### src/core/string_order_pkg.sv
package string_order_pkg;

  localparam int ADDR_W  = 32;
  localparam int DATA_W  = 64;
  localparam int CNT_W   = 32;
  localparam int BATCH_W = 7;
  localparam int VIS_W   = 8;

  // Elements of one cache line bound how far fast mode may reorder
  localparam int LINE_BYTES = 64;

  localparam int                  FAST_EN_BIT     = 0;
  localparam logic [63:0]         MISC_ENABLE_RST = 64'h0000_0000_0000_0001;
  localparam logic [BATCH_W-1:0]  LINE_ELEMS_BYTE = BATCH_W'(LINE_BYTES);

  typedef struct packed {
    logic [ADDR_W-1:0] ip;
    logic [ADDR_W-1:0] dst;
    logic [ADDR_W-1:0] src;
    logic [CNT_W-1:0]  count;
    logic [DATA_W-1:0] value;
    logic [1:0]        size_log2;
    logic              is_move;
    logic              descending;
    logic              wb_target;
  } string_cmd_s;

  typedef struct packed {
    logic [ADDR_W-1:0] ip;
    logic [ADDR_W-1:0] dst;
    logic [ADDR_W-1:0] src;
    logic [CNT_W-1:0]  count;
  } string_ctx_s;

  typedef struct packed {
    logic [ADDR_W-1:0] addr;
    logic [DATA_W-1:0] data;
    logic [1:0]        size_log2;
  } store_s;

  // Address after n elements of 2**size bytes in the given direction
  function automatic logic [ADDR_W-1:0] step_addr(input logic [ADDR_W-1:0]  base,
                                                  input logic [BATCH_W-1:0] n,
                                                  input logic [1:0]         size,
                                                  input logic               desc);
    logic [ADDR_W-1:0] bytes;
    bytes = ADDR_W'(n) << size;
    return desc ? base - bytes : base + bytes;
  endfunction

endpackage

### src/core/string_store_ordering.sv
`timescale 1ns/1ns
module string_store_ordering
  import string_order_pkg::*;
(
  // Clock and reset
  input  wire logic         CLK_IN,
  input  wire logic         RST_B_IN,
  // Misc feature-enable MSR access
  input  wire logic         MSR_WR_IN,
  input  wire logic [63:0]  MSR_WDATA_IN,
  output logic      [63:0]  MSR_RDATA_OUT,
  // String operation request
  input  wire logic         STR_REQ_IN,
  input  wire string_cmd_s  STR_CMD_IN,
  output logic              STR_BUSY_OUT,
  output logic              STR_DONE_OUT,
  output logic              STR_FAST_OUT,
  // Ordinary stores
  input  wire logic         ORD_REQ_IN,
  input  wire store_s       ORD_STORE_IN,
  output logic              ORD_READY_OUT,
  // Interrupt and return from handler
  input  wire logic         INT_REQ_IN,
  input  wire logic         RESUME_IN,
  output logic              INT_TAKEN_OUT,
  output string_ctx_s       CTX_OUT,
  // Store port towards memory
  input  wire logic         MEM_READY_IN,
  input  wire logic         MEM_VIS_IN,
  output logic              MEM_VALID_OUT,
  output store_s            MEM_STORE_OUT
);

  typedef enum logic [3:0] {
    S_IDLE, S_PRIOR, S_BATCH, S_ISSUE, S_STEP_WAIT,
    S_END_DRAIN, S_INT_DRAIN, S_HANDLER, S_RESUME_DRAIN
  } state_e;

  logic rst_meta_q;
  logic rst_sync_q;
  logic rst_n;

  always_ff @(posedge CLK_IN or negedge RST_B_IN) begin
    if (!RST_B_IN) begin
      rst_meta_q <= 1'b0;
      rst_sync_q <= 1'b0;
    end else begin
      rst_meta_q <= 1'b1;
      rst_sync_q <= rst_meta_q;
    end
  end
  assign rst_n = rst_sync_q;

  state_e             state_q;
  logic [63:0]        misc_q;
  string_ctx_s        ctx_q;
  logic [DATA_W-1:0]  value_q;
  logic [1:0]         size_q;
  logic               move_q;
  logic               desc_q;
  logic               wb_q;
  logic               fast_q;
  logic [BATCH_W-1:0] batch_n_q;
  logic               mem_valid_q;
  store_s             mem_q;
  logic               ord_ready_q;
  logic               done_q;
  logic               int_taken_q;
  string_ctx_s        ctx_out_q;
  logic               busy_q;

  logic               all_clear;
  logic               mem_fire;
  logic               can_load;
  logic               ord_take;
  logic               str_load;
  logic               batch_start;
  logic               fast_now;
  logic [BATCH_W-1:0] per_line;
  logic [BATCH_W-1:0] batch_n;
  logic [BATCH_W-1:0] seq_off;
  logic               seq_last;
  logic               tracker_clear;

  assign mem_fire = mem_valid_q && MEM_READY_IN;
  assign can_load = !mem_valid_q || MEM_READY_IN;
  assign ord_take = ORD_REQ_IN && ord_ready_q;
  assign str_load = (state_q == S_ISSUE) && can_load;
  // A store still held in the output register counts as not yet visible
  assign all_clear = tracker_clear && !mem_valid_q;

  // Fast mode needs the MSR bit and a write-back target
  assign fast_now = misc_q[FAST_EN_BIT] && wb_q;
  assign per_line = LINE_ELEMS_BYTE >> size_q;
  // Fast mode walks a line at a time; otherwise a single iteration per step
  assign batch_n  = !fast_now ? BATCH_W'(1) :
                    (ctx_q.count < CNT_W'(per_line)) ? ctx_q.count[BATCH_W-1:0] : per_line;
  assign batch_start = (state_q == S_BATCH) && (ctx_q.count != '0) && !INT_REQ_IN;

  line_batch_sequencer u_seq (
    .clk        (CLK_IN),
    .rst_n      (rst_n),
    .start_in   (batch_start),
    .count_in   (batch_n),
    .reverse_in (fast_now),
    .advance_in (str_load),
    .offset_out (seq_off),
    .last_out   (seq_last)
  );

  visibility_tracker u_vis (
    .clk        (CLK_IN),
    .rst_n      (rst_n),
    .issue_in   (mem_fire),
    .visible_in (MEM_VIS_IN),
    .clear_out  (tracker_clear)
  );

  // Feature-enable MSR
  always_ff @(posedge CLK_IN or negedge rst_n) begin
    if (!rst_n) begin
      misc_q <= MISC_ENABLE_RST;
    end else if (MSR_WR_IN) begin
      misc_q <= MSR_WDATA_IN;
    end
  end

  // Sequencing of string operations, interrupts and handler
  always_ff @(posedge CLK_IN or negedge rst_n) begin
    if (!rst_n) begin
      state_q <= S_IDLE;
    end else begin
      unique case (state_q)
        S_IDLE: begin
          if (STR_REQ_IN) begin
            state_q <= S_PRIOR;
          end
        end
        S_PRIOR: begin
          if (all_clear) begin
            state_q <= S_BATCH;
          end
        end
        S_BATCH: begin
          if (ctx_q.count == '0) begin
            state_q <= S_END_DRAIN;
          end else if (INT_REQ_IN) begin
            state_q <= S_INT_DRAIN;
          end else begin
            state_q <= S_ISSUE;
          end
        end
        S_ISSUE: begin
          if (str_load && seq_last) begin
            state_q <= fast_q ? S_BATCH : S_STEP_WAIT;
          end
        end
        S_STEP_WAIT: begin
          if (all_clear) begin
            state_q <= S_BATCH;
          end
        end
        S_END_DRAIN: begin
          if (all_clear) begin
            state_q <= S_IDLE;
          end
        end
        S_INT_DRAIN: begin
          if (all_clear) begin
            state_q <= S_HANDLER;
          end
        end
        S_HANDLER: begin
          if (RESUME_IN) begin
            state_q <= S_RESUME_DRAIN;
          end
        end
        S_RESUME_DRAIN: begin
          // Handler stores go visible before iteration k+1 issues
          if (all_clear) begin
            state_q <= S_BATCH;
          end
        end
      endcase
    end
  end

  // Architectural string context, advanced only per completed batch
  always_ff @(posedge CLK_IN or negedge rst_n) begin
    if (!rst_n) begin
      ctx_q     <= '0;
      value_q   <= '0;
      size_q    <= '0;
      move_q    <= 1'b0;
      desc_q    <= 1'b0;
      wb_q      <= 1'b0;
      fast_q    <= 1'b0;
      batch_n_q <= BATCH_W'(1);
    end else if (state_q == S_IDLE && STR_REQ_IN) begin
      ctx_q.ip    <= STR_CMD_IN.ip;
      ctx_q.dst   <= STR_CMD_IN.dst;
      ctx_q.src   <= STR_CMD_IN.src;
      ctx_q.count <= STR_CMD_IN.count;
      value_q     <= STR_CMD_IN.value;
      size_q      <= STR_CMD_IN.size_log2;
      move_q      <= STR_CMD_IN.is_move;
      desc_q      <= STR_CMD_IN.descending;
      wb_q        <= STR_CMD_IN.wb_target;
    end else if (batch_start) begin
      // Mode is frozen per batch so an MSR write never splits a line walk
      fast_q    <= fast_now;
      batch_n_q <= batch_n;
    end else if (str_load && seq_last) begin
      ctx_q.dst   <= step_addr(ctx_q.dst, batch_n_q, size_q, desc_q);
      if (move_q) begin
        ctx_q.src <= step_addr(ctx_q.src, batch_n_q, size_q, desc_q);
      end
      ctx_q.count <= ctx_q.count - CNT_W'(batch_n_q);
    end
  end

  // Store output register, shared in program order by both sources
  always_ff @(posedge CLK_IN or negedge rst_n) begin
    if (!rst_n) begin
      mem_valid_q <= 1'b0;
      mem_q       <= '0;
    end else if (ord_take) begin
      mem_valid_q <= 1'b1;
      mem_q       <= ORD_STORE_IN;
    end else if (str_load) begin
      mem_valid_q     <= 1'b1;
      mem_q.addr      <= step_addr(ctx_q.dst, seq_off, size_q, desc_q);
      mem_q.data      <= value_q;
      mem_q.size_log2 <= size_q;
    end else if (mem_fire) begin
      mem_valid_q <= 1'b0;
    end
  end

  // Ordinary stores only outside a string operation or inside the handler
  always_ff @(posedge CLK_IN or negedge rst_n) begin
    if (!rst_n) begin
      ord_ready_q <= 1'b0;
    end else begin
      ord_ready_q <= ((state_q == S_IDLE && !STR_REQ_IN) ||
                      (state_q == S_HANDLER && !RESUME_IN)) &&
                     !ord_take && !(mem_valid_q && !MEM_READY_IN);
    end
  end

  // Status and saved context
  always_ff @(posedge CLK_IN or negedge rst_n) begin
    if (!rst_n) begin
      done_q      <= 1'b0;
      int_taken_q <= 1'b0;
      ctx_out_q   <= '0;
      busy_q      <= 1'b0;
    end else begin
      done_q      <= (state_q == S_END_DRAIN) && all_clear;
      int_taken_q <= (state_q == S_INT_DRAIN) && all_clear;
      busy_q      <= (state_q != S_IDLE) || STR_REQ_IN;
      if (state_q == S_INT_DRAIN && all_clear) begin
        ctx_out_q <= ctx_q;
      end
    end
  end

  assign MSR_RDATA_OUT = misc_q;
  assign STR_BUSY_OUT  = busy_q;
  assign STR_DONE_OUT  = done_q;
  assign STR_FAST_OUT  = fast_q;
  assign ORD_READY_OUT = ord_ready_q;
  assign INT_TAKEN_OUT = int_taken_q;
  assign CTX_OUT       = ctx_out_q;
  assign MEM_VALID_OUT = mem_valid_q;
  assign MEM_STORE_OUT = mem_q;

endmodule

### src/core/line_batch_sequencer.sv
`timescale 1ns/1ns
module line_batch_sequencer
  import string_order_pkg::*;
(
  input  wire logic               clk,
  input  wire logic               rst_n,
  input  wire logic               start_in,
  input  wire logic [BATCH_W-1:0] count_in,
  input  wire logic               reverse_in,
  input  wire logic               advance_in,
  output logic      [BATCH_W-1:0] offset_out,
  output logic                    last_out
);

  logic [BATCH_W-1:0] idx_q;
  logic [BATCH_W-1:0] n_q;
  logic               rev_q;

  always_ff @(posedge clk or negedge rst_n) begin
    if (!rst_n) begin
      idx_q <= '0;
      n_q   <= BATCH_W'(1);
      rev_q <= 1'b0;
    end else if (start_in) begin
      idx_q <= '0;
      n_q   <= count_in;
      rev_q <= reverse_in;
    end else if (advance_in) begin
      idx_q <= idx_q + BATCH_W'(1);
    end
  end

  // Reversed walk inside a line is the permitted reordering
  assign offset_out = rev_q ? (n_q - BATCH_W'(1) - idx_q) : idx_q;
  assign last_out   = (idx_q == n_q - BATCH_W'(1));

endmodule

### src/core/visibility_tracker.sv
`timescale 1ns/1ns
module visibility_tracker
  import string_order_pkg::*;
(
  input  wire logic clk,
  input  wire logic rst_n,
  input  wire logic issue_in,
  input  wire logic visible_in,
  output logic      clear_out
);

  logic [VIS_W-1:0] pend_q;

  always_ff @(posedge clk or negedge rst_n) begin
    if (!rst_n) begin
      pend_q <= '0;
    end else if (issue_in && !visible_in) begin
      pend_q <= pend_q + VIS_W'(1);
    end else if (!issue_in && visible_in && pend_q != '0) begin
      pend_q <= pend_q - VIS_W'(1);
    end
  end

  assign clear_out = (pend_q == '0);

endmodule

### config.mk
export PLATFORM = sky130hd
export DESIGN_NAME = string_store_ordering
export DESIGN_NICKNAME = d
export VERILOG_FILES = /design/src/core/string_order_pkg.sv /design/src/core/string_store_ordering.sv /design/src/core/line_batch_sequencer.sv /design/src/core/visibility_tracker.sv
export SDC_FILE = /design/constraint.sdc
export NUM_CORES = 1
export LEC_CHECK = 0
export ABC_CLOCK_PERIOD_IN_PS = 31800
export BUFFER_PORTS_ARGS = -buffer_cell sky130_fd_sc_hd__buf_2
export CAP_MARGIN = 0
export CORE_AREA = 2 2 260 262
export CTS_BUF_LIST = sky130_fd_sc_hd__clkbuf_2 sky130_fd_sc_hd__clkbuf_4 sky130_fd_sc_hd__clkbuf_8
export DETAILED_ROUTE_END_ITERATION = 8
export DIE_AREA = 0 0 262 264
export PLACE_DENSITY_LB_ADDON = 0.1
export SKIP_CTS_REPAIR_TIMING = 1
export SLEW_MARGIN = 0
export SYNTH_ARGS = -nofsm -noshare
export SYNTH_HDL_FRONTEND = slang
export SYNTH_SLANG_ARGS = --single-unit
export TNS_END_PERCENT = 1
### constraint.sdc
create_clock -name CLK_IN -period 31.8 [get_ports CLK_IN]
set_input_delay 3.18 -clock CLK_IN [delete_from_list [all_inputs] [get_ports CLK_IN]]
set_output_delay 3.18 -clock CLK_IN [all_outputs]
set_load 0.01 [all_outputs]
## Yosys cells after proc, flatten, opt, wreduce, memory -nomap -nowiden

Index checks and enable logic that the tools add are counted.

- Bitwise gates (word level): 1
- Equal/unequal tests: 16
- $add $sub $neg: 12
- Mux-type cells: 29
- $lt $le $gt $ge: 1
- Reduce and logical (&&, ||, !) cells: 48
- Shift-type cells: 3

Operators by type and width:

| operator | number |
|---|---|
| $mux W96 | 3 |
| $mux W98 | 2 |
| $mux W32 | 4 |
| $add A32 B32 Y32 | 3 |
| $sub A32 B32 Y32 | 3 |
| $shl A7 B2 Y32 | 2 |
| $mux W7 | 5 |
| $logic_not A32 Y1 | 1 |
| $lt A32 B7 Y1 | 1 |
| $reduce_bool A32 Y1 | 1 |
| $sub A32 B7 Y32 | 1 |
| $pmux W4 S7 | 1 |
| $mux W4 | 6 |
| $logic_and A1 B1 Y1 | 19 |
| $eq A4 B3 Y1 const B | 4 |
| $mux W8 | 2 |
| $reduce_bool A2 Y1 | 5 |
| $logic_not A1 Y1 | 9 |
| $mux W3 | 3 |
| $add A8 B1 Y8 const B | 1 |
| $eq A4 B2 Y1 const B | 2 |
| $logic_not A8 Y1 | 1 |
| $ne A2 B2 Y1 const B | 4 |
| $reduce_bool A8 Y1 | 1 |
| other kinds (19) | 26 |

- Logic and storage cells: 141
- Bits of input ports: 368
- Output and inout port bits: 296
- Bits in registers: 529

## Longest topological paths before layout

Gate-level depths: netlist of the first run.

- Depth in word-level cells: 8
- Mapped depth: 27
- Depth with buffers taken out: 27

## Hierarchy

A second synthesis of the first run with hierarchy kept.

- Cell total of the unflattened synthesis: 3,292
- Area, all modules: 28,574.9 µm²

Modules (own cells, without submodules):

| module | area each (µm²) | seq. area each (µm²) | instances | cells an instance |
|---|---|---|---|---|
| string_store_ordering | 26,773.2 | 12,664.6 | 1 | 3,098 |
| line_batch_sequencer | 1,077.3 | 376.6 | 1 | 113 |
| visibility_tracker | 724.4 | 200.2 | 1 | 81 |

## Least setup slack after synthesis of the first run

Ideal clock, no wire load.

- Path type: reg2reg
- Start: reg u_seq.n_q[0]
- End: reg mem_q, in the netlist MEM_STORE_OUT[97]
- Buffers on the path: 1
- Setup time: 0.083 ns
- Data required time: 31.717 ns
- Setup slack: 26.104 ns
- Period minus slack after synthesis: 5.696 ns
- Cell stages (with the launch flop): 25
- Arrival: 5.613 ns
- Cell sequence: dfstp_2 inv_1 ha_1 fa_1 nand2b_1 a21oi_1 o22ai_1 xnor2_1 o21a_1 or2_4 a31oi_4 a21oi_1 or2_2 clkbuf_1 xor2_1 ha_1 nand3_1 a2111oi_1 o311ai_1 a31o_2 o31a_1 o21ai_0 a311o_1 xnor3_1 o22ai_1

- Cells in the longest elaborated chain, start to end: 8
- Elaborated cells between the ends (all ways): 9
- Classes of those cells: 4 x add/sub; 1 x shift; 4 x mux

RTL lines:

| what | line | RTL |
|---|---|---|
| start: declaration | line_batch_sequencer.sv:16 | `logic [BATCH_W-1:0] n_q;` |
| start signal: assignment | line_batch_sequencer.sv:26 | `n_q <= count_in;` |
| $sub A7 B1 Y7 (*) | line_batch_sequencer.sv:34 | `assign offset_out = rev_q ? (n_q - BATCH_W'(1) - idx_q) : idx_q;` |
| $sub A7 B7 Y7 (*) | line_batch_sequencer.sv:34 |  |
| $mux W7 (*) | line_batch_sequencer.sv:34 |  |
| $shl A7 B2 Y32 (*) | string_order_pkg.sv:47 | `bytes = ADDR_W'(n) << size;` |
| $add A32 B32 Y32 or $sub A32 B32 Y32 (tied branches) | string_order_pkg.sv:48 | `return desc ? base - bytes : base + bytes;` |
| $mux W32 (*) | string_order_pkg.sv:48 |  |
| $mux W98 (*) | string_store_ordering.sv:230 | `end else if (str_load) begin` |
| $mux W98 (*) | string_store_ordering.sv:227 | `end else if (ord_take) begin` |
| end: declaration | string_store_ordering.sv:65 | `store_s mem_q;` |

Mark *: on every way between the ends. The rest lies on a longest branch, timed or not. The select of a mux whose other input is x is not followed.
A chain may end at the register's enable or synchronous reset.

## Worst setup path in the final report of the first run

Ends and elaborated chain as after synthesis.

==> flow_metrics.tcl, run 1 <==
set metrics [dict create \
    port_buffers 663 \
    synth-simple-area-share 0.2024 \
    netlist_instances 3114 \
    hold_viol_final 0 \
    endpoint_kind "register" \
    io_pins 664 \
    yosys-top-cells-area "dfrtp_1, nand2_1, ha_1" \
    vias 24430 \
    clkSinkCount 529 \
    irDropWorstVdd_mv 0.04868 \
    grt_pass1_wl_mm 142.2 \
    synth_most_common_cell "nand2_1" \
    worst_pin_slew_ns 1.144 \
    path_cells "inv_1, ha_1, xor2_1, ha_1, o21a_1, o31a_1, mux2_2, a21oi_1, mux2_2, inv_1, a21oi_1, a31oi_1, or2_2, xor2_1, ha_1, nand3_1, a2111oi_1, o311ai_1, a31o_2, o31a_1, o21ai_0, a311o_1, xnor3_1, o22ai_1" \
    synth_flop_cell "dfrtp_1" \
    drt_iter0_markers 1835 \
    synth_top_area_frac 0.4757 \
    worstPathArrival_ns 6.92 \
    syn_avg_cell_area_sq_um 8.886 \
    yosys-top-cells-count "nand2_1, dfrtp_1, nor2_1, a21oi_1, o21ai_0" \
    synth-edff-count 0 \
    status "complete, no violations" \
    muxShareOfSynthArea 0.04734 \
    slew_violations 0 \
    slew_headroom 0.2375 \
    synth_top_family_by_area "simple AND/OR/NAND/NOR gates" \
    synthAdderAreaFrac 0.05951 \
    holdWs_ns 0.3486 \
    die_x_um 262 \
    die_area_sq_um 69170 \
    gp_congestion 0.8613 \
    rows 95 \
    synth_warnings 0 \
    power_leakage_nw 17.54 \
    worst-path-max-fanout 5 \
    die_h_um 264 \
    fin_tns_setup_ns 0 \
    wl_per_cell_um 19.87 \
    synthXorXnorAreaFrac 0.03685 \
    critPathBufInv 2 \
    crit_slowest_cell "dfstp_2" \
    core_area_sq_um 66560 \
    nets 4244 \
    h-tree-depth 3 \
    crit_required_ns 32.40 \
    grt-ovfl-total 0 \
    numCtsBuffers 95 \
    syn_area_sq_um 27670 \
    synth_nets 3610 \
    fin_crit_ns 6.314 \
    grt_max_degree 96 \
    drc 0 \
    fillers 6587 \
    synth-compound-area-share 0.1454 \
    max-cap-violations 0 \
    cts_tree "built" \
    post-route-period-util 0.1985 \
    worst_clock_skew_ns 0.05495 \
    cp_slowest_stage_delay_ns 0.56 \
    grt_pass1_vias 23870 \
    cpMostUsedCell "ha_1" \
    antenna_left 0 \
    start_kind "register" \
    start_util 0.4157 \
    post_synth_num_cell_types 82 \
    dr.pass1.iters 5 \
    timing.fmax_ghz 0.1584 \
    clockBufferDepth 3 \
    ys_ff_latch 529 \
    crit_type "register to register" \
    clockRootBuffer "clkbuf_8" \
    clk_pin_slew_ns 0.06 \
    area_growth_pct 22.32 \
    setup_viol 0 \
    grt_setup_unrepaired "false" \
    clkLatencyLatePin_ns 0.72 \
    hold_path_class "register to register" \
    hpwl_mm 69.15 \
    gr-usage-all-layers 0.2654 \
    antenna_found_initial 35 \
    via_per_inst 5.181 \
    yosysSeqAreaShare 0.4785 \
    wl_mm 93.70 \
    synth_area_leader_cell "dfrtp_1" \
    critPathTopFamily "compound AO/OA/AOI/OAI gates" \
    cellPowerDensity_nw_per_um2 119.3 \
    final_layout_size_suffix_gt1_frac 0.2624 \
    async_flop_share 1.000 \
]
-- registers in the layout (all words and copies together) (netlist names), 8 cells and up --
register       cells
value_q           64
CTX_OUT          128
MEM_STORE_OUT     98
u_vis.pend_q       8
MSR_RDATA_OUT     64
ctx_q            128
-- where the power goes --
part	switching (W)	leakage, nW	total [W]	internal [W]
clock network	0.000300	1.09	0.000685	0.000385
registers	0.000192	6.74	0.00108	0.000884
logic	0.00135	9.70	0.00228	0.000928
total	0.00184	17.5	0.00404	0.00220
-- cells by family after synthesis --
logic type               count (synthesis)
AO/OA/AOI/OAI                          646
AND/OR/NAND/NOR                       1359
flip-flops                             529
buffers and inverters                  219
adder cells (fa/ha/maj)                128
multiplexers                           118
other                                    1
XOR/XNOR                               114
-- layer usage --
metal,GRT usage,share of wire,vias up
li1,-,-,11960
met1,0.3579,0.44,11580
met2,0.4190,0.47,713
met3,0.05085,0.059,161
met4,0.1075,0.030,18
met5,0,0.0013,-
-- cell type report --
| class | instances | area [sq um] | share of cell area |
|---|---|---|---|
| Antenna cell | 20 | 50.05 | 0.001479 |
| Inverter | 65 | 245.2 | 0.007245 |
| Timing Repair Buffer | 691 | 3528 | 0.1042 |
| Clock inverter | 23 | 196.4 | 0.005804 |
| Tap cell | 873 | 1092 | 0.03227 |
| Sequential cell | 529 | 13250 | 0.3913 |
| Multi-Input combinational cell | 2366 | 13650 | 0.4034 |
| Clock buffer | 148 | 1837 | 0.05427 |
-- final timing paths --
check | endpoint | slack (ns) | startpoint | cells after the start
worst max-delay path | MEM_STORE_OUT[97] | 25.49 | u_seq.n_q[0] | 24
worst min-delay path | rst_n | 0.35 | rst_meta_q | 0
worst max register to register | MEM_STORE_OUT[97] | 25.49 | u_seq.n_q[0] | 24
worst min register to register | rst_n | 0.35 | rst_meta_q | 0
max in group asynchronous | value_q[10] | 28.95 | rst_n | 2
min in group asynchronous | CTX_OUT[17] | 0.42 | rst_n | 0
-- through the flow --
step	cells	util	power, W	setup WS [ns]	instance area [sq um]
finish	4715	0.5085	0.004037	25.49	33850
global route	4713	0.5084	0.004396	24.99	33840
CTS	4695	0.5077	0.004050	25.48	33800
detailed placement	4524	0.4772	0.003345	25.49	31760
global placement	4524	0.4772	0.003350	25.65	31760
floorplan	3114	-	0.002724	15.97	27670
-- layout by cell type, fill, tap and decap left out, types with 10 or more instances in the layout --
master    instances
nand2_1         906
buf_2           663
dfrtp_1         525
nor2_1          227
a21oi_1         187
o21ai_0         149
ha_1            122
clkbuf_8        116
mux2_2          103
a31oi_1          98
xnor2_1          69
inv_1            64
nand3_1          43
xor2_1           43
a21o_1           42
nor3_1           41
clkbuf_4         32
a22oi_1          28
buf_4            28
nand2b_1         26
and3_1           22
diode_2          20
nor2b_1          19
o21a_1           16
clkinv_2         16
mux2i_1          15
a221o_1          15
o22ai_1          13
and2_1           11
o21bai_1         11
nand4_1          10
or3_1            10
(Power assumes the default switching activity.)
==> run 2: changes to the inputs <==
--- a/config.mk
+++ b/config.mk
@@ -5,13 +5,13 @@
 export SDC_FILE = /design/constraint.sdc
 export NUM_CORES = 1
 export LEC_CHECK = 0
-export ABC_CLOCK_PERIOD_IN_PS = 31800
+export ABC_CLOCK_PERIOD_IN_PS = 5400
 export BUFFER_PORTS_ARGS = -buffer_cell sky130_fd_sc_hd__buf_2
 export CAP_MARGIN = 0
-export CORE_AREA = 2 2 260 262
+export CORE_AREA = 2 2 258 260
 export CTS_BUF_LIST = sky130_fd_sc_hd__clkbuf_2 sky130_fd_sc_hd__clkbuf_4 sky130_fd_sc_hd__clkbuf_8
 export DETAILED_ROUTE_END_ITERATION = 8
-export DIE_AREA = 0 0 262 264
+export DIE_AREA = 0 0 260 262
 export PLACE_DENSITY_LB_ADDON = 0.1
 export SKIP_CTS_REPAIR_TIMING = 1
 export SLEW_MARGIN = 0
==> constraint.sdc (replaced) <==
create_clock -name CLK_IN -period 5.4 [get_ports CLK_IN]
set_input_delay 0.54 -clock CLK_IN [delete_from_list [all_inputs] [get_ports CLK_IN]]
set_output_delay 0.54 -clock CLK_IN [all_outputs]
set_load 0.01 [all_outputs]
==> flow_metrics.tcl, run 2 (same netlist as run 1, synthesis figures left out) <==
set metrics [dict create \
    crit_required_ns 6.01 \
    clkSinkCount 529 \
    h-tree-depth 3 \
    core_area_sq_um 65280 \
    status "finished, violations left" \
    clockBufferDepth 3 \
    numCtsBuffers 94 \
    slew_violations 0 \
    die_area_sq_um 68120 \
    start_kind "register" \
    grt_max_degree 145 \
    post-place-ws_ns -0.3951 \
    fillers 6288 \
    hpwl_mm 70.71 \
    multi_input_area_sq_um 13860 \
    wl_mm 94.86 \
    fin_area_sq_um 34970 \
    drt_iter0_markers 1732 \
    post-route-period-util 1.001 \
    grt_pass1_wl_mm 141.7 \
    power_leakage_nw 18.13 \
    endpoint_kind "register" \
    timing.fmax_ghz 0.1851 \
    area_growth_pct 26.38 \
    hold_viol_final 0 \
    regArea_sq_um 13250 \
    fin_crit_ns 5.403 \
    cellPowerDensity_nw_per_um2 724.6 \
    max-cap-violations 0 \
    grt_pass1_vias 24210 \
    clkLatencyLatePin_ns 0.70 \
    die_h_um 262 \
    final.setup.worst_slack_ns -0.003042 \
    gr-usage-all-layers 0.2688 \
    worst-path-max-fanout 3 \
    antenna_left 0 \
    setup_viol 1 \
    final_common_cell "nand2_1" \
    gp_congestion 0.9192 \
    fin_tns_setup_ns -0.003042 \
    via_per_inst 5.208 \
    worstPathArrival_ns 6.01 \
    grt-ovfl-total 0 \
    crit_type "register to register" \
    worst_clock_skew_ns 0.03984 \
    grt_setup_unrepaired "true" \
    port_buffers 663 \
    io_pins 664 \
    irDropWorstVdd_mv 0.3028 \
    antenna_found_initial 35 \
    rows 94 \
    dr.pass1.iters 5 \
    hold_path_class "primary input to register" \
    finalPower_w 0.02534 \
    die_x_um 260 \
    final_core_util 0.5357 \
    cts_tree "built" \
    final_cell_mix "nand2_1, buf_2, dfrtp_1" \
    vias 25080 \
    nets 4356 \
    clockRootBuffer "clkbuf_8" \
    slew_headroom 0.3158 \
    drc 0 \
    start_util 0.4239 \
    clk_pin_slew_ns 0.06 \
    violations "setup timing" \
    dpl_cell_area_sq_um 32620 \
    wl_per_cell_um 19.70 \
    worst_pin_slew_ns 1.022 \
    final_layout_size_suffix_gt1_frac 0.2913 \
]
==> run 2: changes by cell type in the layout (fill, tap and decap cells not counted), moves of 5 or more <==
cell and delta:
clkinv_2 -5, o21ai_0 -7, buf_4 +105, a21oi_1 -13
buf_12 +5, a21oi_2 +13
==> run 2: final timing paths <==
check / end / slack (ns) / startpoint / cells past startpoint
setup / recovery: MEM_STORE_OUT[97] / -0.003 / u_seq.n_q[0] / 26
hold / removal: value_q[8] / 0.03 / STR_CMD_IN[13] / 3
setup reg to reg: MEM_STORE_OUT[97] / -0.003 / u_seq.n_q[0] / 26
hold reg to reg: rst_n / 0.35 / rst_meta_q / 0
max in group asynchronous: desc_q / 3.73 / rst_n / 1
min in group asynchronous: rst_n / 0.16 / RST_B_IN / 2
==> run 2: per-layer routing <==
metal,GRT usage,share of wire,vias to the layer above
li1,-,-,12220
met4,0.1057,0.030,20
met5,0,0.0014,-
met1,0.3538,0.43,11950
met3,0.05054,0.058,161
met2,0.4392,0.48,732
==> run 2: final cells by class <==
| type | instances | area share |
|---|---|---|
| clock buffers | 148 | 0.05324 |
| flip-flops and latches | 529 | 0.3788 |
| repair buffers | 804 | 0.1272 |
| clock inverters | 18 | 0.004866 |
| multi-input cells | 2366 | 0.3965 |
| well taps | 864 | 0.03091 |
| inverters | 65 | 0.006977 |
| diodes | 22 | 0.001574 |
==> run 2: critical path, cell delays in order (launching register included) <==
cell,delay [ns]
dfstp_2,0.53
inv_2,0.05
ha_4,0.27
inv_1,0.06
ha_4,0.21
nor2b_2,0.15
o31a_1,0.32
mux2_4,0.32
a21oi_2,0.12
buf_4,0.13
nand2_2,0.04
o31a_1,0.12
mux2i_1,0.19
a21oi_1,0.09
or2_4,0.26
xor2_1,0.15
ha_1,0.31
nand3_2,0.10
a2111oi_4,0.33
buf_4,0.18
o311ai_4,0.10
a31o_2,0.28
o31a_1,0.27
o21ai_2,0.15
a311o_1,0.19
xnor3_1,0.22
o22ai_1,0.17
==> run 2: where the power goes <==
part           internal, W  switching (W)  leakage [nW]
Combinational      0.00662        0.00836          10.3
Sequential         0.00521        0.00111          6.74
Clock              0.00229        0.00176          1.09
Total               0.0141         0.0112          18.1
==> run 2: stage by stage <==
step                std cells  hold slack (ns)
finish                   4816          0.02915
global route             4811        0.0003803
CTS                      4788          -0.4332
detailed placement       4622           0.3287
global placement         4622           0.3254
floorplan                3114           0.2444
==> run 3: changes to the inputs <==
--- a/config.mk
+++ b/config.mk
@@ -12,7 +12,7 @@
 export CTS_BUF_LIST = sky130_fd_sc_hd__clkbuf_2 sky130_fd_sc_hd__clkbuf_4 sky130_fd_sc_hd__clkbuf_8
 export DETAILED_ROUTE_END_ITERATION = 8
 export DIE_AREA = 0 0 260 262
-export PLACE_DENSITY_LB_ADDON = 0.1
+export PLACE_DENSITY_LB_ADDON = 0.15
 export SKIP_CTS_REPAIR_TIMING = 1
 export SLEW_MARGIN = 0
 export SYNTH_ARGS = -nofsm -noshare
==> flow_metrics.tcl, run 3 (same netlist as run 1, synthesis figures left out) <==
set metrics [dict create \
    status "finished, violations left" \
    violations "setup timing" \
    die_h_um 262 \
    max-cap-violations 0 \
    slew_headroom 0.3434 \
    grt_pass1_wl_mm 142.4 \
    power_leakage_nw 18.17 \
    wl_mm 94.65 \
    setup_viol 1 \
    clkSinkCount 529 \
    worst-path-max-fanout 3 \
    final_cell_mix "nand2_1, buf_2, dfrtp_1" \
    cellPowerDensity_nw_per_um2 725.8 \
    port_buffers 663 \
    post-route-period-util 1.004 \
    worst_clock_skew_ns 0.04243 \
    holdWs_ns 0.02056 \
    die_x_um 260 \
    reg2regPathDepth 26 \
    h-tree-depth 3 \
    timing.fmax_ghz 0.1845 \
    grt_setup_unrepaired "true" \
    io_pins 664 \
    core_area_sq_um 65280 \
    final_cells 4811 \
    drt_iter0_markers 1893 \
    final_common_cell "nand2_1" \
    clk_pin_slew_ns 0.06 \
    hpwl_mm 69.96 \
    grt-ovfl-total 0 \
    grt_max_degree 133 \
    rows 94 \
    slew_violations 0 \
    final_layout_size_suffix_gt1_frac 0.2921 \
    area_growth_pct 26.73 \
    vias 25140 \
    cts_tree "built" \
    dr.pass1.iters 5 \
    hold_viol_final 0 \
    antenna_found_initial 30 \
    drc 0 \
    antenna_left 0 \
    worstPathArrival_ns 6.03 \
    crit_required_ns 6.02 \
    irDropWorstVdd_mv 0.4012 \
    gp_congestion 0.9298 \
    worst_pin_slew_ns 0.9849 \
    hold_path_class "primary input to register" \
    start_kind "register" \
    die_area_sq_um 68120 \
    endpoint_kind "register" \
    nets 4347 \
    whs_path_depth 3 \
    via_per_inst 5.226 \
    wl_per_cell_um 19.67 \
    dp.cells 4610 \
    start_util 0.4239 \
    clkLatencyLatePin_ns 0.70 \
    grt_pass1_vias 24270 \
    gr-usage-all-layers 0.2687 \
    clockRootBuffer "clkbuf_8" \
    numCtsBuffers 93 \
    final.setup.worst_slack_ns -0.01936 \
    clockBufferDepth 3 \
    crit_type "register to register" \
    fin_crit_ns 5.419 \
]
## run 3: final timing paths
check                               start           endpoint  slack, ns
setup / recovery             u_seq.n_q[0]  MEM_STORE_OUT[97]      -0.02
hold / removal             STR_CMD_IN[19]        value_q[14]       0.02
setup reg to reg             u_seq.n_q[0]  MEM_STORE_OUT[97]      -0.02
hold reg to reg                rst_meta_q              rst_n       0.35
max in group asynchronous           rst_n  MEM_STORE_OUT[44]       3.72
min in group asynchronous        RST_B_IN              rst_n       0.17
## run 3: per-stage QoR
step	utilization	instance area, sq um	power, W	TNS [ns]	setup WS, ns
floorplan	-	27670	0.01603	-0.5310	-0.2960
global placement	0.4987	32550	0.02045	-1.118	-0.2713
detailed placement	0.4987	32550	0.02055	-2.147	-0.3658
CTS	0.5316	34700	0.02493	-2.705	-0.4173
global route	0.5371	35060	0.02769	-2.475	-0.3128
finish	0.5372	35070	0.02545	-0.01936	-0.01936
## run 3: metal layers
metal	up-vias	GRT usage	part of all wire
met4	14	0.1127	0.032
met3	171	0.05122	0.059
met1	12020	0.3572	0.43
met2	749	0.4311	0.47
met5	-	0	0.00091
li1	12190	-	-
## run 3: critical path, cell delays in order (launching register included)
cell and delay [ns]:
dfstp_2 0.54, inv_2 0.05, ha_4 0.16, xor2_1 0.14
ha_1 0.37, o21a_1 0.13, o31a_1 0.20, mux2_4 0.33
a21oi_4 0.13, buf_6 0.11, nand2_2 0.04, o31a_1 0.13
mux2i_1 0.19, a21oi_1 0.09, or2_4 0.27, xor2_2 0.14
ha_1 0.31, nand3_2 0.11, a2111oi_4 0.34, buf_4 0.18
o311ai_4 0.09, a31o_2 0.28, o31a_1 0.29, o21ai_2 0.15
a311o_1 0.20, xnor3_1 0.22, o22ai_1 0.17
## run 3: layout make-up
| type | instances | area [sq um] |
|---|---|---|
| diodes | 20 | 50.05 |
| clock buffers | 155 | 1914 |
| clock inverters | 16 | 235.2 |
| fillers | 6184 | 30210 |
| inverters | 65 | 244.0 |
| multi-input cells | 2366 | 13890 |
| flip-flops and latches | 529 | 13250 |
| well taps | 864 | 1081 |
| repair buffers | 796 | 4410 |
## run 3: power by group
| group | leakage, nW | switching [W] | internal, W |
|---|---|---|---|
| clock network | 1.15 | 0.00176 | 0.00248 |
| logic | 10.3 | 0.00831 | 0.00659 |
| registers | 6.74 | 0.00111 | 0.00521 |
